File: config.mk
export PLATFORM = sky130hd
export DESIGN_NAME = odc_regs
export DESIGN_NICKNAME = d
export VERILOG_FILES = /design/src/odc_pkg.sv /design/src/odc_interval_timer.sv /design/src/odc_regs.sv
export SDC_FILE = /design/constraint.sdc
export NUM_CORES = 1
export LEC_CHECK = 0
export ABC_AREA = 1
export BUFFER_PORTS_ARGS = -buffer_cell sky130_fd_sc_hd__buf_2
export CORE_MARGIN = 1
export CORE_UTILIZATION = 45
export DETAILED_ROUTE_END_ITERATION = 10
export HOLD_SLACK_MARGIN = 0.03
export PLACE_DENSITY = 0.61
export REMOVE_ABC_BUFFERS = 1
export SLEW_MARGIN = 20
export SYNTH_ARGS = -nofsm -noshare
export SYNTH_HDL_FRONTEND = slang
export SYNTH_HIERARCHICAL = 1
export SYNTH_SLANG_ARGS = --single-unit
File: constraint.sdc
create_clock -name clk -period 6.5 [get_ports clk]
set_input_delay 1.3 -clock clk [delete_from_list [all_inputs] [get_ports clk]]
set_output_delay 1.3 -clock clk [all_outputs]
set_load 0.1 [all_outputs]
File: src/odc_pkg.sv
package odc_pkg;

  // register offsets within page 0
  localparam logic [6:0] ODC_OFS_DRV_CTRL = 7'h26;
  localparam logic [6:0] ODC_OFS_RSVD     = 7'h27;
  localparam logic [6:0] ODC_OFS_STAGE    = 7'h28;
  localparam logic [6:0] ODC_OFS_SWITCH   = 7'h29;
  localparam logic [6:0] ODC_OFS_POP      = 7'h2A;

  // reset values
  localparam logic [7:0] ODC_RST_DRV_CTRL = 8'h00;
  localparam logic [7:0] ODC_RST_RSVD     = 8'h00;
  localparam logic [7:0] ODC_RST_STAGE    = 8'h00;
  localparam logic [7:0] ODC_RST_SWITCH   = 8'h00;
  localparam logic [7:0] ODC_RST_POP      = 8'h00;

  // field positions (lsb)
  localparam int ODC_RCOM_LSB  = 3;
  localparam int ODC_SCP_EN    = 2;
  localparam int ODC_SCP_MODE  = 1;
  localparam int ODC_CM_LSB    = 6;
  localparam int ODC_SSTEP_LSB = 0;
  localparam int ODC_LROUT_LSB = 6;
  localparam int ODC_RROUT_LSB = 4;
  localparam int ODC_LINK_LSB  = 0;
  localparam int ODC_PON_LSB   = 4;
  localparam int ODC_RAMP_LSB  = 2;
  localparam int ODC_WCM_SRC   = 1;
  // writable mask of the driver control register
  localparam logic [7:0] ODC_DRV_WMASK = 8'h3E;

  // timing
  localparam int unsigned ODC_CLK_HZ     = 25_000_000;
  localparam int unsigned ODC_CYC_PER_US = ODC_CLK_HZ / 1_000_000;

  // power-on delay by code, in microseconds
  localparam int unsigned ODC_PON_US [16] = '{
    0, 10, 100, 1_000, 10_000, 50_000, 50_000, 200_000,
    400_000, 800_000, 2_000_000, 4_000_000, 0, 0, 0, 0};
  // ramp step time by code, in microseconds
  localparam int unsigned ODC_RAMP_US [4] = '{0, 1_000, 2_000, 4_000};

  typedef enum logic [1:0] {
    ODC_SS_PER_FS,
    ODC_SS_PER_2FS,
    ODC_SS_OFF,
    ODC_SS_RSVD
  } odc_sstep_t;

  typedef enum logic [1:0] {
    ODC_LINK_INDEP,
    ODC_LINK_L_FOLLOWS_R,
    ODC_LINK_R_FOLLOWS_L,
    ODC_LINK_INDEP2
  } odc_link_t;

endpackage

File: src/odc_interval_timer.sv
`timescale 1ns/100ps
// counts a duration in microsecond ticks, pulses done once at expiry
module odc_interval_timer #(
  parameter int unsigned CYC_PER_US = odc_pkg::ODC_CYC_PER_US
) (
  input  wire logic        clk,
  input  wire logic        rst,
  input  wire logic        start,
  input  wire logic [22:0] dur_us,
  output logic             done
);
  initial begin
    if (CYC_PER_US < 1 || CYC_PER_US > 65535)
      $error("odc_interval_timer: CYC_PER_US out of range");
  end

  logic [15:0] pre_q;
  logic [22:0] left_q;
  logic        run_q;
  logic        done_q;
  wire         us_tick  = (pre_q == 16'(CYC_PER_US - 1));
  wire         expire   = run_q && (left_q == 23'h000000);

  always_ff @(posedge clk) begin
    if (rst) begin
      pre_q  <= 16'h0000;
      left_q <= 23'h000000;
      run_q  <= 1'b0;
      done_q <= 1'b0;
    end else begin
      done_q <= expire && !start;
      if (start) begin
        pre_q  <= 16'h0000;
        left_q <= dur_us;
        run_q  <= 1'b1;
      end else if (expire) begin
        run_q  <= 1'b0;
      end else if (run_q) begin
        pre_q  <= us_tick ? 16'h0000 : pre_q + 16'h0001;
        if (us_tick)
          left_q <= left_q - 23'h000001;
      end
    end
  end

  assign done = done_q;
endmodule

File: src/odc_regs.sv
`timescale 1ns/100ps
// What this block does
// RULE_01 - right common driver config codes 000..100 select five modes
// RULE_02 - one bit enables short protection on all high-power drivers
// RULE_03 - protection mode: 0 limits current, 1 powers driver down
// RULE_04 - two-bit code selects output common-mode 1.35/1.5/1.65/1.8 V
// RULE_05 - soft-step: 00 per sample, 01 per two samples, 10 off
// RULE_06 - left converter routing: general, line or high-power path
// RULE_07 - right converter routing: general, line or high-power path
// RULE_08 - volume link: 01 left follows right, 10 right follows left
// RULE_09 - power-on delay codes 0000..1011 map to 0 us .. 4 s
// RULE_10 - ramp step interval codes give 0, 1, 2 or 4 ms
// RULE_11 - weak common-mode from supply divider (0) or band-gap (1)
// RULE_12 - driver control bits 7,6 and 0 read zero; host writes zeros
// RULE_13 - register after driver control is read-only zero
// RULE_14 - host never programs reserved codes of any field
// RULE_15 - delay, ramp and weak source live in the pop register 0x2A
// RULE_16 - soft-stepping moves applied volume one step per interval
// RULE_17 - on power-up wait the delay, then ramp one step per interval
// RULE_18 - all described fields are zero after reset
module odc_regs #(
  parameter int unsigned CYC_PER_US = odc_pkg::ODC_CYC_PER_US,
  parameter int unsigned RAMP_STEPS = 8
) (
  input  wire logic       clk,
  input  wire logic       rst,
  input  wire logic [6:0] reg_addr,
  input  wire logic       reg_we,
  input  wire logic       reg_re,
  input  wire logic [7:0] reg_wdata,
  output logic      [7:0] reg_rdata,
  input  wire logic       fs_tick,
  input  wire logic [6:0] vol_target_l,
  input  wire logic [6:0] vol_target_r,
  input  wire logic       drv_power_req,
  input  wire logic       short_detect,
  output logic      [4:0] right_common_hp_driver_mode,
  output logic            short_current_limit,
  output logic            short_auto_power_down,
  output logic            hp_driver_shut,
  output logic      [1:0] common_mode_level,
  output logic      [2:0] left_path_sel,
  output logic      [2:0] right_path_sel,
  output logic      [6:0] vol_applied_l,
  output logic      [6:0] vol_applied_r,
  output logic            weak_cm_bandgap,
  output logic      [3:0] ramp_level,
  output logic            drv_powered
);
  initial begin
    if (RAMP_STEPS < 2 || RAMP_STEPS > 16)
      $error("odc_regs: RAMP_STEPS must be 2..16");
  end

  typedef enum logic [1:0] {ODC_P_OFF, ODC_P_DELAY, ODC_P_RAMP, ODC_P_ON}
    odc_pwr_t;

  // register storage
  logic [7:0] drv_q, stage_q, sw_q, pop_q, rdata_q;

  wire wr_drv   = reg_we && (reg_addr == odc_pkg::ODC_OFS_DRV_CTRL);
  wire wr_stage = reg_we && (reg_addr == odc_pkg::ODC_OFS_STAGE);
  wire wr_sw    = reg_we && (reg_addr == odc_pkg::ODC_OFS_SWITCH);
  wire wr_pop   = reg_we && (reg_addr == odc_pkg::ODC_OFS_POP);

  always_ff @(posedge clk) begin
    if (rst) begin
      drv_q   <= odc_pkg::ODC_RST_DRV_CTRL; // RULE_18
      stage_q <= odc_pkg::ODC_RST_STAGE;
      sw_q    <= odc_pkg::ODC_RST_SWITCH;
      pop_q   <= odc_pkg::ODC_RST_POP;
    end else begin
      // reserved driver bits are never stored
      if (wr_drv)
        drv_q <= reg_wdata & odc_pkg::ODC_DRV_WMASK; // RULE_12
      if (wr_stage)
        stage_q <= reg_wdata;
      if (wr_sw)
        sw_q <= reg_wdata;
      if (wr_pop)
        pop_q <= reg_wdata; // RULE_15
    end
  end

  // read mux; the reserved register and unmapped offsets read zero
  logic [7:0] rd_mux;
  always_comb begin
    unique case (reg_addr)
      odc_pkg::ODC_OFS_DRV_CTRL: rd_mux = drv_q;
      odc_pkg::ODC_OFS_RSVD:     rd_mux = odc_pkg::ODC_RST_RSVD; // RULE_13
      odc_pkg::ODC_OFS_STAGE:    rd_mux = stage_q;
      odc_pkg::ODC_OFS_SWITCH:   rd_mux = sw_q;
      odc_pkg::ODC_OFS_POP:      rd_mux = pop_q;
      default:                   rd_mux = 8'h00;
    endcase
  end

  always_ff @(posedge clk) begin
    if (rst)
      rdata_q <= 8'h00;
    else if (reg_re)
      rdata_q <= rd_mux;
  end
  assign reg_rdata = rdata_q;

  // field views
  wire [2:0] rcom_f  = drv_q[odc_pkg::ODC_RCOM_LSB +: 3];
  wire       scp_en  = drv_q[odc_pkg::ODC_SCP_EN];
  wire       scp_md  = drv_q[odc_pkg::ODC_SCP_MODE];
  wire [1:0] cm_f    = stage_q[odc_pkg::ODC_CM_LSB +: 2];
  wire [1:0] ss_f    = stage_q[odc_pkg::ODC_SSTEP_LSB +: 2];
  wire [1:0] lrt_f   = sw_q[odc_pkg::ODC_LROUT_LSB +: 2];
  wire [1:0] rrt_f   = sw_q[odc_pkg::ODC_RROUT_LSB +: 2];
  wire [1:0] link_f  = sw_q[odc_pkg::ODC_LINK_LSB +: 2];
  wire [3:0] pon_f   = pop_q[odc_pkg::ODC_PON_LSB +: 4];
  wire [1:0] ramp_f  = pop_q[odc_pkg::ODC_RAMP_LSB +: 2];

  // one-hot decode of a routing code; reserved code selects nothing
  function automatic logic [2:0] route_dec(input logic [1:0] c);
    route_dec = (c == 2'h3) ? 3'h0 : 3'(3'h1 << c);
  endfunction

  // 0 diff of right main, 1 const cm, 2 single-ended,
  // 3 diff of left common, 4 ext feedback with left common at cm
  wire [4:0] rcom_dec = (rcom_f > 3'h4) ? 5'h00
                                         : 5'(5'h01 << rcom_f); // RULE_01

  // registered outputs: mode decode, protection, common-mode level, paths, weak source
  logic       sd_s1_q, sd_s2_q, sd_s3_q, sd_q;
  logic [4:0] rcom_q;
  logic       lim_q, apd_q, shut_q;
  logic [1:0] cm_q;
  logic [2:0] lpath_q, rpath_q;
  logic       wcm_q;

  always_ff @(posedge clk) begin
    if (rst) begin
      sd_s1_q <= 1'b0;
      sd_s2_q <= 1'b0;
      sd_s3_q <= 1'b0;
      sd_q    <= 1'b0;
      rcom_q  <= 5'h00;
      lim_q   <= 1'b0;
      apd_q   <= 1'b0;
      shut_q  <= 1'b0;
      cm_q    <= 2'h0;
      lpath_q <= 3'h0;
      rpath_q <= 3'h0;
      wcm_q   <= 1'b0;
    end else begin
      sd_s1_q <= short_detect;
      sd_s2_q <= sd_s1_q;
      sd_s3_q <= sd_s2_q;
      if (sd_s2_q == sd_s3_q)
        sd_q <= sd_s3_q;
      rcom_q  <= rcom_dec; // RULE_01
      lim_q   <= scp_en && !scp_md; // RULE_02
      apd_q   <= scp_en && scp_md; // RULE_03
      // shutdown holds until power request drops or protection is relaxed
      if (!drv_power_req || !(scp_en && scp_md))
        shut_q <= 1'b0;
      else if (sd_q)
        shut_q <= 1'b1; // RULE_03
      cm_q    <= cm_f; // RULE_04
      lpath_q <= route_dec(lrt_f); // RULE_06
      rpath_q <= route_dec(rrt_f); // RULE_07
      wcm_q   <= pop_q[odc_pkg::ODC_WCM_SRC]; // RULE_11
    end
  end

  // volume linking and soft-stepping
  wire [6:0] tgt_l = (link_f == 2'(odc_pkg::ODC_LINK_L_FOLLOWS_R))
                     ? vol_target_r : vol_target_l; // RULE_08
  wire [6:0] tgt_r = (link_f == 2'(odc_pkg::ODC_LINK_R_FOLLOWS_L))
                     ? vol_target_l : vol_target_r; // RULE_08

  function automatic logic [6:0] step_to(input logic [6:0] cur,
                                         input logic [6:0] tgt);
    if (cur < tgt)
      step_to = cur + 7'h01;
    else if (cur > tgt)
      step_to = cur - 7'h01;
    else
      step_to = cur;
  endfunction

  logic       fs_odd_q;
  logic [6:0] vol_l_q, vol_r_q;
  // reserved soft-step code paces like one step per sample
  wire ss_off  = (ss_f == 2'(odc_pkg::ODC_SS_OFF));
  wire ss_two  = (ss_f == 2'(odc_pkg::ODC_SS_PER_2FS));
  wire ss_step = fs_tick && (!ss_two || fs_odd_q); // RULE_05

  always_ff @(posedge clk) begin
    if (rst) begin
      fs_odd_q <= 1'b0;
      vol_l_q  <= 7'h00;
      vol_r_q  <= 7'h00;
    end else begin
      if (fs_tick)
        fs_odd_q <= !fs_odd_q;
      if (ss_off) begin
        vol_l_q <= tgt_l; // RULE_05
        vol_r_q <= tgt_r;
      end else if (ss_step) begin
        vol_l_q <= step_to(vol_l_q, tgt_l); // RULE_16
        vol_r_q <= step_to(vol_r_q, tgt_r); // RULE_16
      end
    end
  end

  // power-on delay then stepped ramp
  odc_pwr_t   pst_q, pst_d;
  logic [3:0] lvl_q;
  logic       tmr_start;
  logic [22:0] tmr_dur;
  wire        tmr_done;
  wire        ramp_top = (lvl_q == 4'(RAMP_STEPS - 1));

  always_comb begin
    pst_d     = pst_q;
    tmr_start = 1'b0;
    tmr_dur   = 23'(odc_pkg::ODC_RAMP_US[ramp_f]); // RULE_10
    unique case (pst_q)
      ODC_P_OFF: if (drv_power_req) begin
        pst_d     = ODC_P_DELAY;
        tmr_start = 1'b1;
        tmr_dur   = 23'(odc_pkg::ODC_PON_US[pon_f]); // RULE_09
      end
      ODC_P_DELAY: if (!drv_power_req) begin
        pst_d = ODC_P_OFF;
      end else if (tmr_done) begin
        pst_d     = ODC_P_RAMP; // RULE_17
        tmr_start = 1'b1;
      end
      ODC_P_RAMP: if (!drv_power_req || shut_q) begin
        pst_d = ODC_P_OFF;
      end else if (tmr_done) begin
        pst_d     = ramp_top ? ODC_P_ON : ODC_P_RAMP;
        tmr_start = !ramp_top;
      end
      ODC_P_ON: if (!drv_power_req || shut_q) begin
        pst_d = ODC_P_OFF;
      end
    endcase
  end

  always_ff @(posedge clk) begin
    if (rst) begin
      pst_q <= ODC_P_OFF;
      lvl_q <= 4'h0;
    end else begin
      pst_q <= pst_d;
      if (pst_d == ODC_P_OFF)
        lvl_q <= 4'h0;
      else if (pst_q == ODC_P_RAMP && tmr_done && !ramp_top)
        lvl_q <= lvl_q + 4'h1; // RULE_17
    end
  end

  odc_interval_timer #(
    .CYC_PER_US (CYC_PER_US)
  ) u_timer (
    .clk    (clk),
    .rst    (rst),
    .start  (tmr_start),
    .dur_us (tmr_dur),
    .done   (tmr_done)
  );

  logic pwr_q;
  always_ff @(posedge clk) begin
    if (rst)
      pwr_q <= 1'b0;
    else
      pwr_q <= (pst_d == ODC_P_ON);
  end

  assign right_common_hp_driver_mode = rcom_q;
  assign short_current_limit         = lim_q;
  assign short_auto_power_down       = apd_q;
  assign hp_driver_shut              = shut_q;
  assign common_mode_level           = cm_q;
  assign left_path_sel               = lpath_q;
  assign right_path_sel              = rpath_q;
  assign vol_applied_l               = vol_l_q;
  assign vol_applied_r               = vol_r_q;
  assign weak_cm_bandgap             = wcm_q;
  assign ramp_level                  = lvl_q;
  assign drv_powered                 = pwr_q;

  // checks
  chk_rcom_decode: assert property (@(posedge clk) disable iff (rst) // RULE_01
    $stable(drv_q) && rcom_f == 3'h4 |=> rcom_q == 5'h10)
    else $error("right common mode decode wrong");
  chk_scp_enable: assert property (@(posedge clk) disable iff (rst) // RULE_02
    !scp_en && $stable(drv_q) |=> !lim_q && !apd_q)
    else $error("protection active while disabled");
  chk_scp_mode: assert property (@(posedge clk) disable iff (rst) // RULE_03
    scp_en && !scp_md && $stable(drv_q) |=> lim_q && !shut_q)
    else $error("current limit mode wrong");
  chk_cm_level: assert property (@(posedge clk) disable iff (rst) // RULE_04
    $stable(stage_q) |=> cm_q == $past(cm_f))
    else $error("common-mode level not applied");
  chk_route_left: assert property (@(posedge clk) disable iff (rst) // RULE_06
    lrt_f == 2'h2 && $stable(sw_q) |=> lpath_q == 3'h4)
    else $error("left high-power path not selected");
  chk_route_right: assert property (@(posedge clk) disable iff (rst) // RULE_07
    rrt_f == 2'h1 && $stable(sw_q) |=> rpath_q == 3'h2)
    else $error("right line path not selected");
  chk_rsvd_read: assert property (@(posedge clk) disable iff (rst) // RULE_13
    reg_re && reg_addr == odc_pkg::ODC_OFS_RSVD |=> reg_rdata == 8'h00)
    else $error("reserved register read nonzero");
  chk_drv_rsvd_bits: assert property (@(posedge clk) // RULE_12
    disable iff (rst) reg_re && reg_addr == odc_pkg::ODC_OFS_DRV_CTRL
    |=> reg_rdata[7:6] == 2'h0 && reg_rdata[0] == 1'b0)
    else $error("reserved driver bits read nonzero");
  chk_soft_step: assert property (@(posedge clk) disable iff (rst) // RULE_16
    !ss_off && !$past(ss_off) |-> (vol_l_q - $past(vol_l_q) == 7'h01)
      || (vol_l_q == $past(vol_l_q))
      || ($past(vol_l_q) - vol_l_q == 7'h01))
    else $error("applied volume jumped during soft-step");
  chk_link_left: assert property (@(posedge clk) disable iff (rst) // RULE_08
    link_f == 2'h1 && ss_off && $stable(link_f) && $stable(vol_target_r)
    |=> vol_l_q == $past(vol_target_r))
    else $error("left volume not following right");
  chk_ramp_order: assert property (@(posedge clk) disable iff (rst) // RULE_17
    pst_q == ODC_P_OFF && drv_power_req |=> pst_q == ODC_P_DELAY
      && lvl_q == 4'h0)
    else $error("power-up skipped the delay");
endmodule

==> results of run 1 <==
## placed cells by master, fill, tap and decap left out, types with 3 or more instances in the layout
cell / count
nand2_1: 279
nor2_1: 154
dfxtp_1: 121
inv_1: 119
a21oi_1: 91
nand3_1: 87
o21ai_0: 79
buf_2: 79
ha_1: 41
nor3_1: 27
nand4_1: 17
clkbuf_16: 17
nand2_2: 10
o22ai_1: 9
xor2_1: 9
inv_8: 7
nor2_2: 6
inv_6: 5
a21oi_2: 4
nor2_4: 4
nand2_4: 4
inv_2: 3
a21o_1: 3
or2_2: 3
buf_4: 3
## cell usage after synthesis, types with 2 or more instances
cell type,count
nand2_1,279
nor2_1,154
dfxtp_1,121
inv_1,119
a21oi_1,91
nand3_1,87
o21ai_0,80
ha_1,41
nor3_1,27
nand4_1,17
clkbuf_1,13
nand2_2,10
o22ai_1,9
xor2_1,9
buf_2,8
nor2_2,6
a21oi_2,4
buf_6,4
nand2_4,4
nor2_4,4
a21o_1,3
buf_4,3
inv_2,3
or2_2,3
a211oi_1,2
a22o_1,2
clkinv_1,2
fa_1,2
nand3_2,2
nand3b_1,2
nor3b_1,2
o211ai_1,2
o21a_1,2
o21ai_2,2
o21bai_1,2
xnor2_1,2
## final timing paths
path | endpoint | slack [ps]
setup / recovery | vol_applied_r[4] | 2990
hold / removal | sd_s2_q | 410
setup reg to reg | vol_applied_l[4] | 3240
hold reg to reg | sd_s2_q | 410
## cells by family after synthesis
group	count (synthesis)	share of synthesized area, %
AND/OR/NAND/NOR	603	35.2
AO/OA/AOI/OAI	205	14.9
buffers and inverters	156	8.74
flip-flops	121	32.3
adder cells (fa/ha/maj)	43	7.37
XOR/XNOR	11	1.28
other	1	0.0500
multiplexers	1	0.133
## worst register-to-register path, cell delays in order (launching register included)
cell     delay (ps)
dfxtp_1         330
inv_1            80
nand2_1         250
o21ai_0         410
ha_1            330
a21oi_1         130
nand2_1          80
nand2_1          90
nand2_1         230
ha_1            440
a21oi_1         250
o21ai_0         150
o21ai_0         160
o21ai_0          90
nor2_1          100
nor2_1           40
## area by class of cell
type / count / area share [%]
Inverter: 126 / 5.58
Clock inverter: 15 / 1.96
Tap cell: 216 / 3.14
Multi-Input combinational cell: 865 / 51.4
Timing Repair Buffer: 82 / 4.85
Sequential cell: 121 / 28.1
Clock buffer: 17 / 4.94
## metal layers
layer / part of all wire (%) / global-route usage, % / vias up / wire (um)
met1: 49 / 31.6 / 3377 / 9450
met2: 46 / 37.4 / 159 / 8830
met5: 0 / 0 / - / 0
met3: 3.9 / 3.70 / 19 / 752
met4: 1.2 / 7.12 / 0 / 240
li1: - / - / 3878 / -
## per-stage QoR
step	hold WS [ps]	util, %	instances	instance area, sq um	setup WS [ps]
5_1_grt	434	53.6	1442	8610	2650
4_1_cts	414	53.6	1442	8610	3050
3_3_place_gp	409	49.9	1410	8020	2690
6_report	411	53.6	1442	8610	2990
2_1_floorplan	388	-	1112	7330	1460
3_5_place_dp	404	49.9	1410	8020	2620
## power breakdown
group	internal [mW]	switching (mW)	total (mW)	leakage [nW]
Clock	0.550	0.411	0.960	0.292
Sequential	0.769	0.0334	0.802	0.983
Combinational	0.142	0.341	0.483	2.75
## state kept, by name, summed over array words and instances, names as in the netlist, 2 cells and up
signal,count
u_timer/left_q,23
u_timer/pre_q,16
pop_q,8
reg_rdata,8
stage_q,8
sw_q,8
vol_applied_l,7
vol_applied_r,7
drv_q,5
right_common_hp_driver_mode,5
ramp_level,4
left_path_sel,3
right_path_sel,3
common_mode_level,2
pst_q,2
==> results.md, run 1 <==
* Status: complete, no violations
* Initial core utilization at a little under half
* # clock sinks at 121
* Crit-path slowest cell: ha_1
* RSZ-0062 raised after global routing: false
* Setup violators final at 0
* Cells along the critical path: buf_2 -> o21ai_0 -> ha_1 -> nand2_1 -> inv_1 -> a21oi_2 -> nand2_1 -> ha_1 -> a21oi_1 -> o21a_1 -> xor2_1 -> mux2i_1 -> nor2_1 -> nor2_1
* Synth Register Bits at between 100 and 150
* Post-DP HPWL at ~14 mm
* Worst Setup SP: vol_target_l[6]
* Pin count of the biggest net entering global routing at 36
* First-pass GRT wire length at 32.8 mm
* Buf/Inv on CP at 2
* Die ar. at about 0.017 sq mm
* YS warnings at 6
* WS Path Type: input port to flop
* Synth Flop Type: dfxtp_1
* Core ar. at 0.0161 sq mm
* FF+latch area at 0.00242 sq mm
* FILL cells at 1,640
* DRC viols at 0
* Die Span X at around 130 um
* EDFF count, synth at 0
* Endpoints failing hold at 0
* Worst Path Max Fanout at 9
* Clk slew on worst S/H paths at roughly 70 ps
* Final Power at 2.25 mW
* Setup crit end kind: flop
* Die Height at 131 um
* Crit path arrival time at around 3800 ps
* Pwr dens at ~260 mW/mm^2
* DRT Wirelength at 19.3 mm
* HP Class: flop to flop
* Area of the multi-input gates at roughly 0.0044 sq mm
* Worst slew pin tran at just under 1000 ps
* Post-CTS Hold Fix Bufs at 0
* Boundary Pins at 80
* Slew headroom at 34.3%
* Max_cap viols at 0
* Cells after Synth at roughly 1,100
* Hold Path Stages at 2
* Root Driver: clkbuf_16
* Tcrit/Tclk final at between 50% and 60%
* H-tree depth at 4
* Total gr overflow at 0
* Vias in the first global route at 6,738
* Initial antenna violation count at 0
* Clock Path Buffers at 2
* Resized Gates After CTS at 0
* Post-synthesis async set-or-reset flop share at 0%
* Average size of a mapped cell at 6.57 sq um
* ANT nets after route at 0
* Num CTS Buffers at 17
* Post-route minimum period at 3510 ps
* R2R Path Start: sw_q[1]
* Register area share after synthesis at 32.3%
* Largest area contributor in the netlist: dfxtp_1
* Area contributors post-synth: dfxtp_1 (32%), nand2_1 (14%), nor2_1 (7.7%), ha_1 (6.8%), a21oi_1 (6.1%)
* Hold Crit Start: sd_s1_q
* Worst path depth at 14
* Postcts setup bufs at 0
* Fin. max-slew vios at 0
* Final net count at approximately 1,300
* Netlist cell types at 54
* ANT cells at 0
* TritonCTS clock tree: done
* Vias at 7,433
* Crit path max-delay family: compound AO/OA/AOI/OAI gates
* Row count at 46
* Vias per cell at slightly above 5
* Synth top area share at about a third
* CP max stage delay at 420 ps
* Synthesized cell area at 0.00750 sq mm
* I/O Buffers at 79
* RePlAce Congestion at 0.877
* Tot GR Track Use at 23.2%
* Reg2reg path depth at 15
* Fmax at 285 MHz
* Initial drt markers at 385
* CP startpoint kind: input port
* Routed len/inst at 13.4 um
* Peak supply drop at 0.200 mV
* Clk Latency, worst-skew pair at ~420 ps
* Syn-to-layout area delta at 14.8%
* Layout Skew at 9.11 ps
* Layout cells sized above 1 at 12.9%
* First-pass iteration count of the detailed router at 5
* LEAKAGE at around 4 nW
* CP Data Required Time at 6810 ps
* Setup_tns at 0 ps
Note: power is estimated with default switching activity, not from simulation.
==> run 2, diff against run 1 <==
Settings changed: ABC_AREA 1 to 0, PLACE_DENSITY 0.61 to 0.64.
Clock period 6.5 ns to 3.2 ns, I/O delays scaled along.
==> results.md, run 2 <==
* Endpoints failing hold at 0 (unchanged)
* Setup_tns at -1020 ps (-1020 ps)
* First-pass iteration count of the detailed router at 6 (+1)
* Post-CTS Hold Fix Bufs at 0 (unchanged)
* Most frequent cells after synthesis: dfxtp_1 (121), nand2_1 (82), nor2_1 (79)
* Commonest cells after routing, fill and taps aside: dfxtp_1 (119), nand2_1 (82), nor2_1 (79), buf_2 (79), buf_4 (79)
* Layout cells sized above 1 at 28.1% (+15 points)
* Setup slack at placement at -679 ps (-3300 ps)
* Vias at 6,847 (-7.9%)
* Layout Skew at 9.06 ps (-0.0470 ps)
* Post-Synth Adder-Cell Area at 8.02% (+0.65 points)
* Clock power share at 41.0% (-1.8 points)
* Largest family of logic cells by synthesized area: simple AND/OR/NAND/NOR gates
* Root Driver: clkbuf_16
* LEAKAGE at 3.57 nW (-11%)
* Setup ws final at -346 ps (-3340 ps)
* Reg-to-Reg End: vol_applied_r[6]
* Initial core utilization at 46.7% (about the same)
* Setup violators final at 5 (+5)
* Clk Latency, worst-skew pair at 420 ps (about the same)
* ANT nets after route at 0 (unchanged)
* RePlAce Congestion at 0.865 (-1.3%)
* ANT cells at 0 (unchanged)
* Tot GR Track Use at 24.3% (+1.1 points)
* Hold Crit Start: short_detect
* Post-DP HPWL at 12.8 mm (-10%)
* Die Height at 126 um (-4.1%)
* Syn-to-layout area delta at 31.5%
* Clock Path Buffers at 2 (unchanged)
* Setup crit end kind: flop
* Simple-Gate Fraction of Synth Area at 25.3% (-9.8 points)
* Cells after Synth at 828 (-27%)
* Post-route minimum period at between 3000 and 4000 ps
* Failing checks: setup timing
* Num CTS Buffers at 17 (unchanged)
* Vias in the first global route at 6,275 (-6.9%)
* Final net count at 1,049 (-19%)
* Largest Register: u_timer/left_q
* Flop2flop setup slack at -350 ps (-3590 ps)
* DRC viols at 0 (unchanged)
* Worst Path Max Fanout at 6 (-3)
* Biggest regs: u_timer/left_q (23), u_timer/pre_q (16)
* Tcrit/Tclk final at 111%
* Most common cell after layout, fill and taps aside: dfxtp_1
* Status: complete, but fails checks
* Crit path arrival time at 3850 ps (+40 ps)
* Slew headroom at 42.2% (+7.9 points)
* CP startpoint kind: flop
* Dominant cell by count in the synthesized netlist: dfxtp_1
* Initial drt markers at 565 (+47%)
* R2R Path Start: sw_q[0]
* Total gr overflow at 0 (unchanged)
* Synthesized cell area at 0.00690 sq mm (-8.1%)
* Row count at 44 (-4.3%)
* Reg2reg path depth at 15 (unchanged)
* Area contributors post-synth: dfxtp_1 (35%), ha_1 (7.4%), a21oi_1 (5.4%), nand2_1 (4.5%), nor2_1 (4.3%)
* I/O Buffers at 79 (unchanged)
* Initial antenna violation count at 0 (unchanged)
* CP Data Required Time at 3510 ps (-3300 ps)
* Min-Delay Endpoint: sd_s1_q
* H-tree depth at 4 (unchanged)
* Sequential power share at 32.6% (-3.1 points)
* Final Power at 4.99 mW (+120%)
* Average size of a mapped cell at 8.33 sq um (+27%)
* Core ar. at 0.0148 sq mm (-8.1%)
* Register area share after synthesis at 35.1% (+2.8 points)
* EDFF count, synth at 0 (unchanged)
* P_sw at 1.56 mW (+98%)
* Post-synthesis async set-or-reset flop share at 0% (unchanged)
* Clk slew on worst S/H paths at 60 ps (about the same)
* WS Path Type: flop to flop
* Complex-gate fraction of the synthesized area at 21.0% (+6.0 points)
* Fraction of synthesized area in multiplexers at 2.94% (+2.8 points)
* Synth Register Bits at 121 (unchanged)
* Post-Synth XOR/XNOR Area at 3.30% (+2.0 points)
* Sw Share at 31.1% (-3.8 points)
* YS warnings at 6 (unchanged)
* Vias per cell at 5.87 (+14%)
* Placed inst area at 0.00786 sq mm (-1.9%)
* Routed len/inst at 16.2 um (+21%)
* Core Util, Final at 61.5% (+7.8 points)
* Die Span X at 126 um (-4.1%)
* Final Instance Area at 0.00907 sq mm (+5.3%)
* Max_cap viols at 0 (unchanged)
* Peak supply drop at 0.384 mV (+92%)
* Largest area contributor in the netlist: dfxtp_1
* Synth top area share at 35.1% (+2.8 points)
* RSZ-0062 raised after global routing: true
* Pwr dens at 551 mW/mm^2 (+110%)
* Pin count of the biggest net entering global routing at 60 (+67%)
* TritonCTS clock tree: done
* Worst slew pin tran at 863 ps (-122 ps)
* Synth Flop Type: dfxtp_1
* Die ar. at 0.0158 sq mm (-7.9%)
* Fmax at ~280 MHz
* Hold Path Stages at 2 (unchanged)
* # clock sinks at 121 (unchanged)
* Netlist cell types at 74 (+37%)
* Combinational power share at 26.4% (+4.9 points)
* Int Pwr at 3.44 mW (+140%)
* First-pass GRT wire length at 31.1 mm (-5.2%)
* Max FFs per register at 23 (unchanged)
* Boundary Pins at 80 (unchanged)
* DRT Wirelength at 18.9 mm (-1.7%)
* HP Class: input port to flop
* Fin. max-slew vios at 0 (unchanged)
==> run 2: cell type report <==
type / count / area, sq um
Clock buffer: 20 / 457
Clock inverter: 12 / 173
Fill cell: 1284 / 5680
Inverter: 28 / 105
Multi-Input combinational cell: 638 / 4600
Sequential cell: 121 / 2430
Tap cell: 184 / 230
Timing Repair Buffer: 164 / 1070
==> run 2: worst max-delay path by stage <==
stage,slack (ps),startpoint,to,cells after the start
2_1_floorplan,-680,sw_q[1],vol_applied_r[6],12
6_report,-350,sw_q[0],vol_applied_r[6],15
4_1_cts,-270,sw_q[0],vol_applied_r[6],14
3_5_place_dp,-680,vol_target_l[4],vol_applied_r[6],13
5_1_grt,-450,sw_q[1],vol_applied_r[6],15
3_3_place_gp,-510,vol_target_l[5],vol_applied_r[6],12
==> run 2: per-layer routing <==
layer | track usage, % | part of all wire (%) | up-vias
met5 | 0 | 0 | -
met4 | 8.93 | 1.8 | 0
met3 | 4.76 | 4.3 | 28
met2 | 38.7 | 46 | 192
met1 | 32.5 | 47 | 3281
li1 | - | - | 3346
==> run 2: cells by family (layout without fill, tap and decap cells) <==
kind of cell,count (synthesis),count (layout)
flops,121,121
other cells,1,2
mux,20,20
compound gates,217,217
xor+xnor,26,26
buf+inv,70,224
fa+ha+maj,43,43
simple gates,330,330
==> run 2: power by group through the flow <==
stage	registers, mW	logic, mW	clock network, mW
floorplan	1.88	0.486	0
finish	1.63	1.32	2.05
global route	1.63	1.43	2.15
detailed placement	1.65	1.09	0
global placement	1.65	1.08	0
CTS	1.63	1.24	2.08
==> run 2: worst max-delay path: stages (launching register included) <==
cell and delay [ps]:
dfxtp_4 350, nor2b_4 130, buf_12 150, buf_6 110, mux2_4 310, ha_4 150
nand3b_1 180, a21boi_2 170, or2_4 220, buf_6 120, fa_2 200, a211oi_2 80
o21a_1 210, or4_4 490, and4_4 160, o41a_1 400
==> run 2: metrics by stage <==
stage          hold slack, ps  cells
2_1_floorplan             414    787
3_3_place_gp              419   1118
3_5_place_dp              438   1118
4_1_cts                   414   1162
5_1_grt                   435   1167
6_report                  431   1167
==> run 2: timing repair <==
action / CTS / global route
setup buffers: 13 / 5
endpoints found under the setup margin: 8 / 9
resized for setup: 63 / 21
pin swaps: 35 / 21
